$ cat src/gpio_regs.vh
// Register map, field positions and reset values of the dual GPIO port block.
// Assumes a 32-bit AXI4-Lite bus; byte address is four times the register index.
`ifndef GPIO_REGS_VH
`define GPIO_REGS_VH

// Register indices
`define IDX_PORT_A_PINS        10'h005
`define IDX_PORT_B_PINS        10'h006
`define IDX_INTERRUPT_CONTROL  10'h00B
`define IDX_ANALOG_SELECT      10'h01F
`define IDX_TIMER_PULLUP_OPT   10'h081
`define IDX_PORT_A_DIRECTION   10'h085
`define IDX_PORT_B_DIRECTION   10'h086

// Field positions
`define OPT_PULLUP_DISABLE_N   7
`define ICR_CHANGE_FLAG        0
`define ICR_CHANGE_ENABLE      3
`define PA_OPEN_DRAIN_BIT      4
`define PB_EXT_IRQ_BIT         0
`define PB_PROG_CLK_BIT        6
`define PB_PROG_DATA_BIT       7

// Widths
`define PA_W                   5
`define PB_W                   8

// Reset values
`define OPT_RESET              8'hFF
`define PA_DIR_RESET           5'h1F
`define PB_DIR_RESET           8'hFF
`define ICR_RESET              8'h00
`define ANALOG_SEL_RESET       4'h0

// Bus responses
`define RESP_OKAY              2'b00
`define RESP_SLVERR            2'b10

`endif

$ cat src/pin_sync.v
// Three-stage pin input synchroniser with agreement filter.
// Assumes pins are asynchronous to aclk; output moves only when stages 2 and 3 agree.
`default_nettype none

module pin_sync #(
   parameter W = 8
) (
   // Clock and reset
   input  wire         aclk,
   input  wire         aresetn,
   // Pins and result
   input  wire [W-1:0] pin_in,
   output reg  [W-1:0] level
);

   reg [W-1:0] s1_r;
   reg [W-1:0] s2_r;
   reg [W-1:0] s3_r;
   integer     i;

   always @(posedge aclk) begin
      if (!aresetn) begin
         s1_r  <= {W{1'b0}};
         s2_r  <= {W{1'b0}};
         s3_r  <= {W{1'b0}};
         level <= {W{1'b0}};
      end else begin
         s1_r <= pin_in;
         s2_r <= s1_r;
         s3_r <= s2_r;
         // Per bit, so a bouncing pin does not hold back its neighbours
         for (i = 0; i < W; i = i + 1) begin
            if (s2_r[i] == s3_r[i]) begin
               level[i] <= s3_r[i];
            end
         end
      end
   end

endmodule // pin_sync

`default_nettype wire

$ cat src/change_detect.v
// Interrupt-on-change for the upper four port B pins: snapshot and sticky flag.
// Assumes synchronised pin levels; snapshot loads on every port B read and on port B writes with lane 0 on.
`default_nettype none

module change_detect (
   // Clock and reset
   input  wire       aclk,
   input  wire       aresetn,
   // Pins and direction
   input  wire [3:0] pins_hi,
   input  wire [3:0] dir_hi,
   // Control
   input  wire       snap_load,
   input  wire       flag_clr,
   // Status
   output reg        flag,
   output wire       mismatch
);

   reg [3:0] snap_r;

   // Output bits drop out of the comparison [RQ7] [RQ8]
   assign mismatch = |((pins_hi ^ snap_r) & dir_hi);

   always @(posedge aclk) begin
      if (!aresetn) begin
         snap_r <= 4'h0;
         flag   <= 1'b0;
      end else begin
         if (snap_load) begin
            snap_r <= pins_hi; // [RQ21]
         end
         // Set wins over clear; a persisting mismatch keeps setting [RQ10]
         // A pin edge in the snapshot cycle may be absorbed silently [RQ11]
         if (mismatch && !snap_load) begin
            flag <= 1'b1; // [RQ8]
         end else if (flag_clr) begin
            flag <= 1'b0;
         end
      end
   end

endmodule // change_detect

`default_nettype wire

$ cat src/gpio_port.v
// Dual GPIO port: 5-bit port A, 8-bit port B, pull-ups and change interrupt.
// Assumes an AXI4-Lite master on aclk and board pins resolved by the bench from oe.
//
// Behaviour
// (RQ1) Direction 1 floats the pin; direction 0 drives the output latch.
// (RQ2) Port data read returns pin levels; write updates only the latch.
// (RQ3) Writes are read-modify-write: input bits latch the sampled pin level.
// (RQ4) Clearing option bit 7 enables all port B weak pull-ups together.
// (RQ5) A port B pin set as output has its pull-up off.
// (RQ6) Option register resets to all ones, pull-ups disabled.
// (RQ7) Only upper port B input bits take part in change comparison.
// (RQ8) Mismatches against last-read snapshot are ORed into flag bit 0.
// (RQ9) Port B change interrupt can wake the device from sleep.
// (RQ10) Mismatch keeps setting flag; port access then flag clear ends it.
// (RQ11) A change coinciding with a port B read may miss the flag.
// (RQ12) Software should not poll port B while using change interrupt.
// (RQ13) Unimplemented port A data and direction bits read zero.
// (RQ14) Port B direction resets to ones; its latch is not reset.
// (RQ15) Port A bit 4 is open drain and doubles as timer clock.
// (RQ16) Port B bit 0 doubles as external interrupt input.
// (RQ17) Port B bits 6 and 7 double as programming clock and data.
// (RQ18) Board must not drive a pin the device actively drives.
// (RQ19) Port A direction resets to all inputs.
// (RQ20) Port A pins selected as comparator inputs read zero.
// (RQ21) Every port B read or write reloads the change snapshot. A port B write with lane 0 off does not reload it here.
`default_nettype none
`include "gpio_regs.vh"

module gpio_port (
   // Clock and reset
   input  wire        aclk,
   input  wire        aresetn,
   // AXI4-Lite write address
   input  wire [11:0] s_axi_awaddr,
   input  wire [2:0]  s_axi_awprot,
   input  wire        s_axi_awvalid,
   output wire        s_axi_awready,
   // AXI4-Lite write data
   input  wire [31:0] s_axi_wdata,
   input  wire [3:0]  s_axi_wstrb,
   input  wire        s_axi_wvalid,
   output wire        s_axi_wready,
   // AXI4-Lite write response
   output reg  [1:0]  s_axi_bresp,
   output reg         s_axi_bvalid,
   input  wire        s_axi_bready,
   // AXI4-Lite read address
   input  wire [11:0] s_axi_araddr,
   input  wire [2:0]  s_axi_arprot,
   input  wire        s_axi_arvalid,
   output wire        s_axi_arready,
   // AXI4-Lite read data
   output reg  [31:0] s_axi_rdata,
   output reg  [1:0]  s_axi_rresp,
   output reg         s_axi_rvalid,
   input  wire        s_axi_rready,
   // Port A pins
   input  wire [4:0]  port_a_in,
   output wire [4:0]  port_a_out,
   output wire [4:0]  port_a_oe,
   // Port B pins
   input  wire [7:0]  port_b_in,
   output wire [7:0]  port_b_out,
   output wire [7:0]  port_b_oe,
   output wire [7:0]  port_b_pullup_en,
   // Alternate pin functions
   output wire        timer_clock_level,
   output wire        external_irq_level,
   output wire        prog_clock_level,
   output wire        prog_data_level,
   // Core status
   input  wire        sleep_mode,
   output wire        change_irq,
   output wire        wake_req
);

   // Index of a word address; misaligned addresses never decode
   function [10:0] reg_index;
      input [11:0] addr;
      begin
         reg_index = (addr[1:0] == 2'b00) ? {1'b0, addr[11:2]} : 11'h7FF;
      end
   endfunction

   // Read-modify-write merge: input bits take the sampled pin level
   function [7:0] rmw_merge;
      input [7:0] wdata;
      input [7:0] pins;
      input [7:0] dir;
      begin
         rmw_merge = (wdata & ~dir) | (pins & dir);
      end
   endfunction

   // Register state
   reg [7:0]       opt_r;
   reg [4:0]       pa_dir_r;
   reg [7:0]       pb_dir_r;
   reg [4:0]       pa_latch_r;
   reg [7:0]       pb_latch_r;
   reg             change_en_r;
   reg [3:0]       analog_sel_r;

   // Write channel holding registers
   reg             aw_full_r;
   reg [11:0]      aw_addr_r;
   reg             w_full_r;
   reg [7:0]       w_data_r;
   reg             w_lane0_r;

   // Synchronised pin levels
   wire [4:0]      pa_level;
   wire [7:0]      pb_level;
   wire            change_flag;
   wire            change_mismatch;

   // Access decode
   wire            wr_go;
   wire [10:0]     wr_idx;
   wire            wr_en;
   wire            ar_go;
   wire [10:0]     rd_idx;
   wire            pb_read;
   wire            pb_write;
   wire            flag_clr;
   wire [4:0]      pa_read_val;
   wire [7:0]      pa_merged;
   reg  [7:0]      rd_val;
   reg             rd_hit;
   reg             wr_hit;

   pin_sync #(
      .W       (`PA_W)
   ) u_sync_a (
      .aclk    (aclk),
      .aresetn (aresetn),
      .pin_in  (port_a_in),
      .level   (pa_level)
   );

   pin_sync #(
      .W       (`PB_W)
   ) u_sync_b (
      .aclk    (aclk),
      .aresetn (aresetn),
      .pin_in  (port_b_in),
      .level   (pb_level)
   );

   // Write handshake: address and data are taken in either order
   assign s_axi_awready = !aw_full_r && !s_axi_bvalid;
   assign s_axi_wready  = !w_full_r && !s_axi_bvalid;
   assign wr_go         = aw_full_r && w_full_r && !s_axi_bvalid;
   assign wr_idx        = reg_index(aw_addr_r);
   // Lane 0 holds the whole register; the other strobes carry nothing
   assign wr_en         = wr_go && w_lane0_r;

   // Read handshake: one read in flight, answer one cycle after address
   assign s_axi_arready = !s_axi_rvalid;
   assign ar_go         = s_axi_arvalid && !s_axi_rvalid;
   assign rd_idx        = reg_index(s_axi_araddr);

   // Port B reads, and port B writes with lane 0 on, reload the change snapshot [RQ21] [RQ10]
   assign pb_read  = ar_go && (rd_idx == {1'b0, `IDX_PORT_B_PINS});
   assign pb_write = wr_en && (wr_idx == {1'b0, `IDX_PORT_B_PINS});

   // Flag bit written as zero clears it; writing one cannot set it
   assign flag_clr = wr_en && (wr_idx == {1'b0, `IDX_INTERRUPT_CONTROL})
                     && !w_data_r[`ICR_CHANGE_FLAG];

   change_detect u_change (
      .aclk      (aclk),
      .aresetn   (aresetn),
      .pins_hi   (pb_level[7:4]),
      .dir_hi    (pb_dir_r[7:4]),
      .snap_load (pb_read || pb_write),
      .flag_clr  (flag_clr),
      .flag      (change_flag),
      .mismatch  (change_mismatch)
   );

   always @(posedge aclk) begin
      if (!aresetn) begin
         aw_full_r <= 1'b0;
         aw_addr_r <= 12'h000;
      end else if (s_axi_awvalid && s_axi_awready) begin
         aw_full_r <= 1'b1;
         aw_addr_r <= s_axi_awaddr;
      end else if (wr_go) begin
         aw_full_r <= 1'b0;
      end
   end

   always @(posedge aclk) begin
      if (!aresetn) begin
         w_full_r  <= 1'b0;
         w_data_r  <= 8'h00;
         w_lane0_r <= 1'b0;
      end else if (s_axi_wvalid && s_axi_wready) begin
         w_full_r  <= 1'b1;
         w_data_r  <= s_axi_wdata[7:0];
         w_lane0_r <= s_axi_wstrb[0];
      end else if (wr_go) begin
         w_full_r <= 1'b0;
      end
   end

   // Write decode; a write with lane 0 off is answered but stores nothing
   always @* begin
      case (wr_idx)
         {1'b0, `IDX_PORT_A_PINS},
         {1'b0, `IDX_PORT_B_PINS},
         {1'b0, `IDX_INTERRUPT_CONTROL},
         {1'b0, `IDX_ANALOG_SELECT},
         {1'b0, `IDX_TIMER_PULLUP_OPT},
         {1'b0, `IDX_PORT_A_DIRECTION},
         {1'b0, `IDX_PORT_B_DIRECTION}: wr_hit = 1'b1;
         default:                       wr_hit = 1'b0;
      endcase
   end

   always @(posedge aclk) begin
      if (!aresetn) begin
         s_axi_bvalid <= 1'b0;
         s_axi_bresp  <= `RESP_OKAY;
      end else if (wr_go) begin
         s_axi_bvalid <= 1'b1;
         s_axi_bresp  <= wr_hit ? `RESP_OKAY : `RESP_SLVERR;
      end else if (s_axi_bready) begin
         s_axi_bvalid <= 1'b0;
      end
   end

   // Control registers under reset
   always @(posedge aclk) begin
      if (!aresetn) begin
         opt_r        <= `OPT_RESET;        // [RQ6]
         pa_dir_r     <= `PA_DIR_RESET;     // [RQ19]
         pb_dir_r     <= `PB_DIR_RESET;     // [RQ14]
         change_en_r  <= 1'b0;
         analog_sel_r <= `ANALOG_SEL_RESET;
      end else if (wr_en) begin
         case (wr_idx)
            {1'b0, `IDX_TIMER_PULLUP_OPT}: begin
               opt_r <= w_data_r;
            end
            {1'b0, `IDX_PORT_A_DIRECTION}: begin
               pa_dir_r <= w_data_r[4:0];
            end
            {1'b0, `IDX_PORT_B_DIRECTION}: begin
               pb_dir_r <= w_data_r;
            end
            {1'b0, `IDX_INTERRUPT_CONTROL}: begin
               change_en_r <= w_data_r[`ICR_CHANGE_ENABLE];
            end
            {1'b0, `IDX_ANALOG_SELECT}: begin
               analog_sel_r <= w_data_r[3:0];
            end
            default: begin
               change_en_r <= change_en_r;
            end
         endcase
      end
   end

   // Port A merges at byte width; the three unused top bits are cut below
   assign pa_merged = rmw_merge({3'b000, w_data_r[4:0]},
                                {3'b000, pa_read_val},
                                {3'b000, pa_dir_r}); // [RQ3]

   // Data latches are not reset: contents survive any reset
   // Write lands in the latch only, merged with sampled pins [RQ2] [RQ3]
   always @(posedge aclk) begin
      if (wr_en && (wr_idx == {1'b0, `IDX_PORT_A_PINS})) begin
         pa_latch_r <= pa_merged[4:0]; // [RQ3]
      end
      if (pb_write) begin
         pb_latch_r <= rmw_merge(w_data_r, pb_level, pb_dir_r); // [RQ3] [RQ14]
      end
   end

   // Comparator-selected pins read zero through the data register [RQ20]
   assign pa_read_val = pa_level & ~{1'b0, analog_sel_r};

   // Read mux; upper bits stay zero [RQ13]
   always @* begin
      rd_val = 8'h00;
      rd_hit = 1'b1;
      case (rd_idx)
         {1'b0, `IDX_PORT_A_PINS}:       rd_val = {3'b000, pa_read_val}; // [RQ2]
         {1'b0, `IDX_PORT_B_PINS}:       rd_val = pb_level;              // [RQ2]
         {1'b0, `IDX_TIMER_PULLUP_OPT}:  rd_val = opt_r;
         {1'b0, `IDX_PORT_A_DIRECTION}:  rd_val = {3'b000, pa_dir_r};    // [RQ13]
         {1'b0, `IDX_PORT_B_DIRECTION}:  rd_val = pb_dir_r;
         {1'b0, `IDX_ANALOG_SELECT}:     rd_val = {4'h0, analog_sel_r};
         {1'b0, `IDX_INTERRUPT_CONTROL}: begin
            rd_val[`ICR_CHANGE_FLAG]   = change_flag;
            rd_val[`ICR_CHANGE_ENABLE] = change_en_r;
         end
         default:                        rd_hit = 1'b0;
      endcase
   end

   // Read data is taken at the accepting edge; pin reads lag the pins by the filter
   always @(posedge aclk) begin
      if (!aresetn) begin
         s_axi_rvalid <= 1'b0;
         s_axi_rdata  <= 32'h0000_0000;
         s_axi_rresp  <= `RESP_OKAY;
      end else if (ar_go) begin
         s_axi_rvalid <= 1'b1;
         s_axi_rdata  <= {24'h000000, rd_val};
         s_axi_rresp  <= rd_hit ? `RESP_OKAY : `RESP_SLVERR;
      end else if (s_axi_rready) begin
         s_axi_rvalid <= 1'b0;
      end
   end

   // Port A drivers; bit 4 only pulls low, never drives high [RQ1] [RQ15]
   // A floating pin shows zero, so a latch unknown since power-up stays hidden
   assign port_a_out = {1'b0, pa_latch_r[3:0] & ~pa_dir_r[3:0]};
   assign port_a_oe  = {~pa_dir_r[4] & ~pa_latch_r[4], ~pa_dir_r[3:0]}; // [RQ1] [RQ15]

   // Port B drivers; a floating output is parked low [RQ1]
   assign port_b_out = pb_latch_r & ~pb_dir_r;
   assign port_b_oe  = ~pb_dir_r; // [RQ1]

   // Global enable, then per-pin cut-off for outputs [RQ4] [RQ5]
   assign port_b_pullup_en = {`PB_W{~opt_r[`OPT_PULLUP_DISABLE_N]}} & pb_dir_r;

   // Alternate functions see the filtered pin level; the filter stands in for
   // the hysteresis buffers, at the cost of four cycles of latency
   assign timer_clock_level  = pa_level[`PA_OPEN_DRAIN_BIT];  // [RQ15]
   assign external_irq_level = pb_level[`PB_EXT_IRQ_BIT];     // [RQ16]
   assign prog_clock_level   = pb_level[`PB_PROG_CLK_BIT];    // [RQ17]
   assign prog_data_level    = pb_level[`PB_PROG_DATA_BIT];   // [RQ17]

   // Wake ignores the clock gating of the core: the flag, its enable bit and sleep_mode decide [RQ9]
   assign change_irq = change_flag & change_en_r;
   assign wake_req   = sleep_mode & change_irq; // [RQ9]

endmodule // gpio_port

`default_nettype wire

$ cat config.mk
export PLATFORM = sky130hd
export DESIGN_NAME = gpio_port
export DESIGN_NICKNAME = d
export VERILOG_FILES = /design/src/pin_sync.v /design/src/change_detect.v /design/src/gpio_port.v
export VERILOG_INCLUDE_DIRS = /design/src
export SDC_FILE = /design/constraint.sdc
export NUM_CORES = 1
export LEC_CHECK = 0
export ABC_AREA = 1
export BUFFER_PORTS_ARGS = -buffer_cell sky130_fd_sc_hd__buf_2
export CAP_MARGIN = 20
export CELL_PAD_IN_SITES_DETAIL_PLACEMENT = 0
export CELL_PAD_IN_SITES_GLOBAL_PLACEMENT = 1
export CORE_MARGIN = 2
export CORE_UTILIZATION = 33
export CTS_CLUSTER_DIAMETER = 30
export CTS_CLUSTER_SIZE = 24
export DETAILED_ROUTE_END_ITERATION = 12
export GPL_TIMING_DRIVEN = 1
export PLACE_DENSITY = 0.81
export SLEW_MARGIN = 20
export SYNTH_ARGS = -nofsm -noshare
export SYNTH_HDL_FRONTEND = slang
export SYNTH_SLANG_ARGS = --single-unit
export TNS_END_PERCENT = 30
$ cat constraint.sdc
create_clock -name aclk -period 1.5 [get_ports aclk]
set_input_delay 0.225 -clock aclk [delete_from_list [all_inputs] [get_ports aclk]]
set_output_delay 0.225 -clock aclk [all_outputs]
set_load 0.01 [all_outputs]
# Word level (Yosys, flattened, before mapping)
# Cells that the tools add are included.
# totals
reg_bits	133
latchBits	0
ram_bits	0
rom_bits	0
input_bits	87
out_inout_bits	81
wordCells	142
mem_count	0
# classes
add_sub_neg	0
mul	0
n_div	0
magnitude_cmp	0
n_eq_ne	27
shifts	0
n_mux	19
n_bitwise	22
reduce_logical	36
# op_table
cell	count
equality test 11 x 8 -> 1 bit (second input constant)	6
equality test 11 x 3 -> 1 bit (second input constant)	4
bitwise AND 8 bit	4
equality test 11 x 4 -> 1 bit (second input constant)	2
equality test 11 x 5 -> 1 bit (second input constant)	2
2-to-1 mux 11 bit	2
one-hot mux 4 bit (5 select lines)	1
bitwise AND 5 bit	3
logical AND 1 bit	14
one-hot mux 1 bit (7 select lines)	2
OR reduction 7 bit	2
equality test 1 bit	13
one-hot mux 2 bit (6 select lines)	1
2-to-1 mux 1 bit	11
AND reduction 2 bit	5
nonzero test 2 bit	5
bitwise AND 4 bit	2
NOT 8 bit	1
OR 8 bit	1
logical NOT 1 bit	6
NOT 4 -> 5 bit	1
NOT 5 bit	1
OR 5 bit	1
logical NOT 2 bit	2
7 further kinds	12

# Logic depth before layout (Yosys ltp)
# depth
depth_word	8
mapped_depth	11

# By module
# From an unflattened synthesis, not the netlist that was laid out.
# unflattened
hier_cells	761
area_unflattened_um2	5881.9
# modules_own_cells
module	instances	cells_per_inst	area_each_um2	seq_area_each_um2
gpio_port	1	544	4007.6	1611.5
pin_sync at u_sync_b	1	107	979.7	640.6
pin_sync at u_sync_a	1	67	631.9	400.4
change_detect	1	43	262.8	100.1

# Worst setup path before layout
# OpenSTA, ideal clock, no wires.
# synth_timing
path_type	flip-flop to flip-flop
startpoint	reg aw_addr_r[0]
endpoint	reg pb_latch_r[0], enable pin
setup_ps	324
arrival_ps	1165
required_time_ps	1176
setup_slack_ps	11
stages_incl_launch_ff	6
synth_period_minus_slack_ps	1489
path_cell_list	dfxtp_1 -> nor2_2 -> nand2_1 -> nor3_2 -> nand3_1 -> inv_1
# synth_via
elab_chain_cells	4
# synth_lines
element	line_no	text
start: declaration	gpio_port.v:106	reg [11:0] aw_addr_r;
start signal: assignment	gpio_port.v:188	aw_addr_r <= s_axi_awaddr;
logical NOT 2 bit	gpio_port.v:81	reg_index = (addr[1:0] == 2'b00) ? {1'b0, addr[11:2]} : 11'h7FF;
2-to-1 mux 11 bit	gpio_port.v:81	
equality test 11 x 3 -> 1 bit	gpio_port.v:165	assign pb_write = wr_en && (wr_idx == {1'b0, `IDX_PORT_B_PINS});
logical AND 1 bit	gpio_port.v:165	
named net pb_write	gpio_port.v:124	wire pb_write;
end signal: assignment	gpio_port.v:278	pb_latch_r <= rmw_merge(w_data_r, pb_level, pb_dir_r);
end: declaration	gpio_port.v:100	reg [7:0] pb_latch_r;
# The timed path passes the listed nets, and every way through them passes these cells.
# A chain may end at the register's enable or synchronous reset.

# Worst setup path after layout
# layout_timing
startpoint	reg aw_addr_r[0]
endpoint	reg pb_dir_r[1]
# layout_via
elab_chain_cells	4
# layout_lines
element	line_no	text
logical NOT 2 bit	gpio_port.v:81	
2-to-1 mux 11 bit	gpio_port.v:81	
equality test 11 x 8 -> 1 bit	gpio_port.v:243	case (wr_idx)
AND reduction 2 bit (no line)	--	
end signal: assignment	gpio_port.v:239	pb_dir_r <= `PB_DIR_RESET;
end signal: assignment	gpio_port.v:251	pb_dir_r <= w_data_r;
end: declaration	gpio_port.v:98	reg [7:0] pb_dir_r;
# No other way between the ends.

==> results.json <==
{
  "die_w_um": 137,
  "synthDistinctLibCells": 38,
  "crit_arrival_ns": 1.80,
  "reg2reg_setup_slack_ns": -0.02,
  "ys.flop_type": "dfxtp_1",
  "start_kind": "flip-flop",
  "critical-path-max-stage-delay_ns": 0.34,
  "layout.nets": 1012,
  "syn_area_sq_um": 5820,
  "cts_sinks": 131,
  "dpl_worst_slack_ns": -0.208,
  "area_growth_pct": 31.0,
  "grt_pass1_wl_um": 23000,
  "wl_per_cell_um": 12.5,
  "hold_viol_final": 0,
  "worstPathRequired_ns": 1.78,
  "cts_buffers": 17,
  "clk_pin_slew_ns": 0.06,
  "maxCapViolations": 0,
  "synth_top_area_share_pct": 40.6,
  "drtIter0Drc": 270,
  "rows": 48,
  "layout_setup_ws_ns": -0.0204,
  "peakVddDrop_uv": 859,
  "post-route-period-util_pct": 101,
  "cts-root-buf": "clkbuf_16",
  "io_pins": 168,
  "cts_buffer_depth": 2,
  "ys_seq_area_share_pct": 47.3,
  "grt_pass1_vias": 4746,
  "dr.pass1.iters": 4,
  "path_class": "reg -> reg",
  "syn_inst": 756,
  "finalSetupTns_ns": -0.125,
  "grt_max_degree": 31,
  "synth_most_common_cell": "nand2_1",
  "outcome": "finished with violations",
  "cellPowerDensity_nw_per_um2": 1080,
  "yosys.area.top_type": "dfxtp_1",
  "setup_viol": 11,
  "drv_slew": 0,
  "synth_edf_count": 13,
  "synthTopCellsByArea": "dfxtp_1, nand2_1, inv_1",
  "drc": 0,
  "fin_crit_ns": 1.52,
  "cp-end-kind": "flip-flop",
  "grt_overflow": 0,
  "cpMaxStageDelayCell": "dfxtp_2",
  "ys_ff_latch": 131,
  "die-area_sq_um": 18700,
  "violations": "negative setup slack",
  "track_usage_pct": 15.9,
  "fin_util_pct": 44.1,
  "yosysWarnings": 0,
  "rsz0062_at_grt": "true",
  "max_freq_mhz": 658,
  "die_y_um": 137,
  "n_fill_cell": 1763,
  "min_path_type": "in -> reg",
  "initial_core_util_pct": 33.6,
  "vias": 5170,
  "gp_congestion": 0.830,
  "avgSynthCellArea_sq_um": 7.70,
  "postRouteAntennaNets": 0,
  "dp_hpwl_um": 10900,
  "yosys-top-cells-count": "nand2_1, dfxtp_1, inv_1",
  "portBuffers": 107,
  "insertion_delay_ns": 0.42,
  "htree_levels": 4,
  "antenna_found_initial": 0,
  "crit_path_cell_trace": "nor2_4, nand2_2, nor3_4, buf_6, nand3_2, buf_12, nand2_1, o211ai_1",
  "power_leakage_nw": 3.87,
  "fin_skew_ns": 0.00761,
  "viasPerCell": 4.45,
  "diodes": 0,
  "core-area_sq_um": 17300,
  "drive_gt1_share_pct": 27.4,
  "crit_fanout": 16,
  "cts_tree": "yes",
  "finalWirelength_um": 14500,
  "async_reset_ff_share_pct": 0
}
-- per-layer routing --
metal / up-vias / GRT usage, % / share of wire, %
met3: 16 / 3.22 / 6.1
met1: 2311 / 21.5 / 47
met2: 135 / 25.5 / 46
met4: 0 / 5.44 / 1.4
met5: - / 0 / 0
li1: 2708 / - / -
-- cells in the final DEF, fill, tap and decap left out, types with 2 or more instances in the layout --
cell / count
o21ai_2: 2
a21o_1: 2
o21ai_1: 10
clkinv_2: 3
clkinv_4: 2
nor3_4: 2
a211oi_2: 2
buf_6: 3
inv_1: 106
o211ai_1: 21
nand2_2: 6
a211oi_1: 3
nor2_2: 13
dfxtp_1: 112
conb_1: 27
a21oi_1: 45
nor2_1: 92
dlygate4sd3_1: 13
nor2_4: 7
nand3_2: 9
nand2_1: 136
inv_8: 2
nand4_1: 18
edfxtp_1: 13
buf_4: 49
nand3_4: 4
inv_6: 6
clkinvlp_4: 2
o21ai_0: 53
buf_12: 3
dfxtp_2: 5
buf_2: 107
nand3_1: 25
inv_2: 5
clkbuf_16: 17
clkinv_1: 2
-- kinds of logic (layout without fill, tap and decap cells) --
| kind of cell | count (synthesis) | after routing | synth area share (%) |
|---|---|---|---|
| AOI/OAI and AO/OA | 141 | 141 | 13.5 |
| buffers and inverters | 165 | 321 | 13.6 |
| DFF | 131 | 131 | 47.3 |
| other | 1 | 27 | 0.0644 |
| and+or+nand+nor | 318 | 318 | 25.6 |
-- layout make-up --
type,count,area (sq um),area share [%]
Sequential cell,131,2760,36.3
Clock buffer,17,425,5.58
Clock inverter,15,123,1.61
Tap cell,225,282,3.69
Timing Repair Buffer,175,1130,14.8
Inverter,114,430,5.65
Multi-Input combinational cell,486,2470,32.4
-- power breakdown --
group	switching [mW]	leakage, nW	internal [mW]
sequential	0.0629	1.08	3.64
clock	1.66	0.269	2.16
combinational	0.419	2.53	0.289
-- repair_timing --
item | in CTS | in global routing
resized for setup | 15 | 25
hold buffers | 13 | 0
cloned | 0 | 0
endpoints found under the hold margin | 13 | 0
buffers inserted | 2 | 0
pin swaps | 8 | 4
setup endpoints to repair | 38 | 58
-- path summary, 6_finish.rpt --
| path | start | end | cells after the start |
|---|---|---|---|
| min reg2reg | u_sync_a.s1_r[4] | u_sync_a.s2_r[4] | 2 |
| max reg2reg | aw_addr_r[0] | pb_dir_r[1] | 8 |
| min | s_axi_bready | s_axi_bvalid | 4 |
| max | aw_addr_r[0] | pb_dir_r[1] | 8 |
-- flip-flops by register name (all words and copies together) (netlist names), 8 cells and up --
register,cells
u_sync_b.level,8
pb_dir_r,8
pb_latch_r,8
u_sync_b.s1_r,8
opt_r,8
w_data_r,8
aw_addr_r,12
u_sync_b.s3_r,8
u_sync_b.s2_r,8
s_axi_rdata,8
-- worst max-delay path: cells and delay by family (launching register included) --
| family | cells | cell delay [ns] |
|---|---|---|
| AOI/OAI and AO/OA | 1 | 0.08 |
| buffers and inverters | 2 | 0.30 |
| DFF | 1 | 0.34 |
| and+or+nand+nor | 5 | 0.66 |
-- per-stage QoR --
step	instances	power, mW	hold slack (ns)	area (sq um)
after CTS	1163	8.29	0.0528	7540
after detailed placement	1116	4.41	0.398	6810
after global routing	1163	8.57	0.0625	7620
after global placement	1116	4.41	0.399	6810
final	1163	8.23	0.0623	7620
after floorplan	782	4.18	0.323	5920
(Power assumes the default switching activity.)
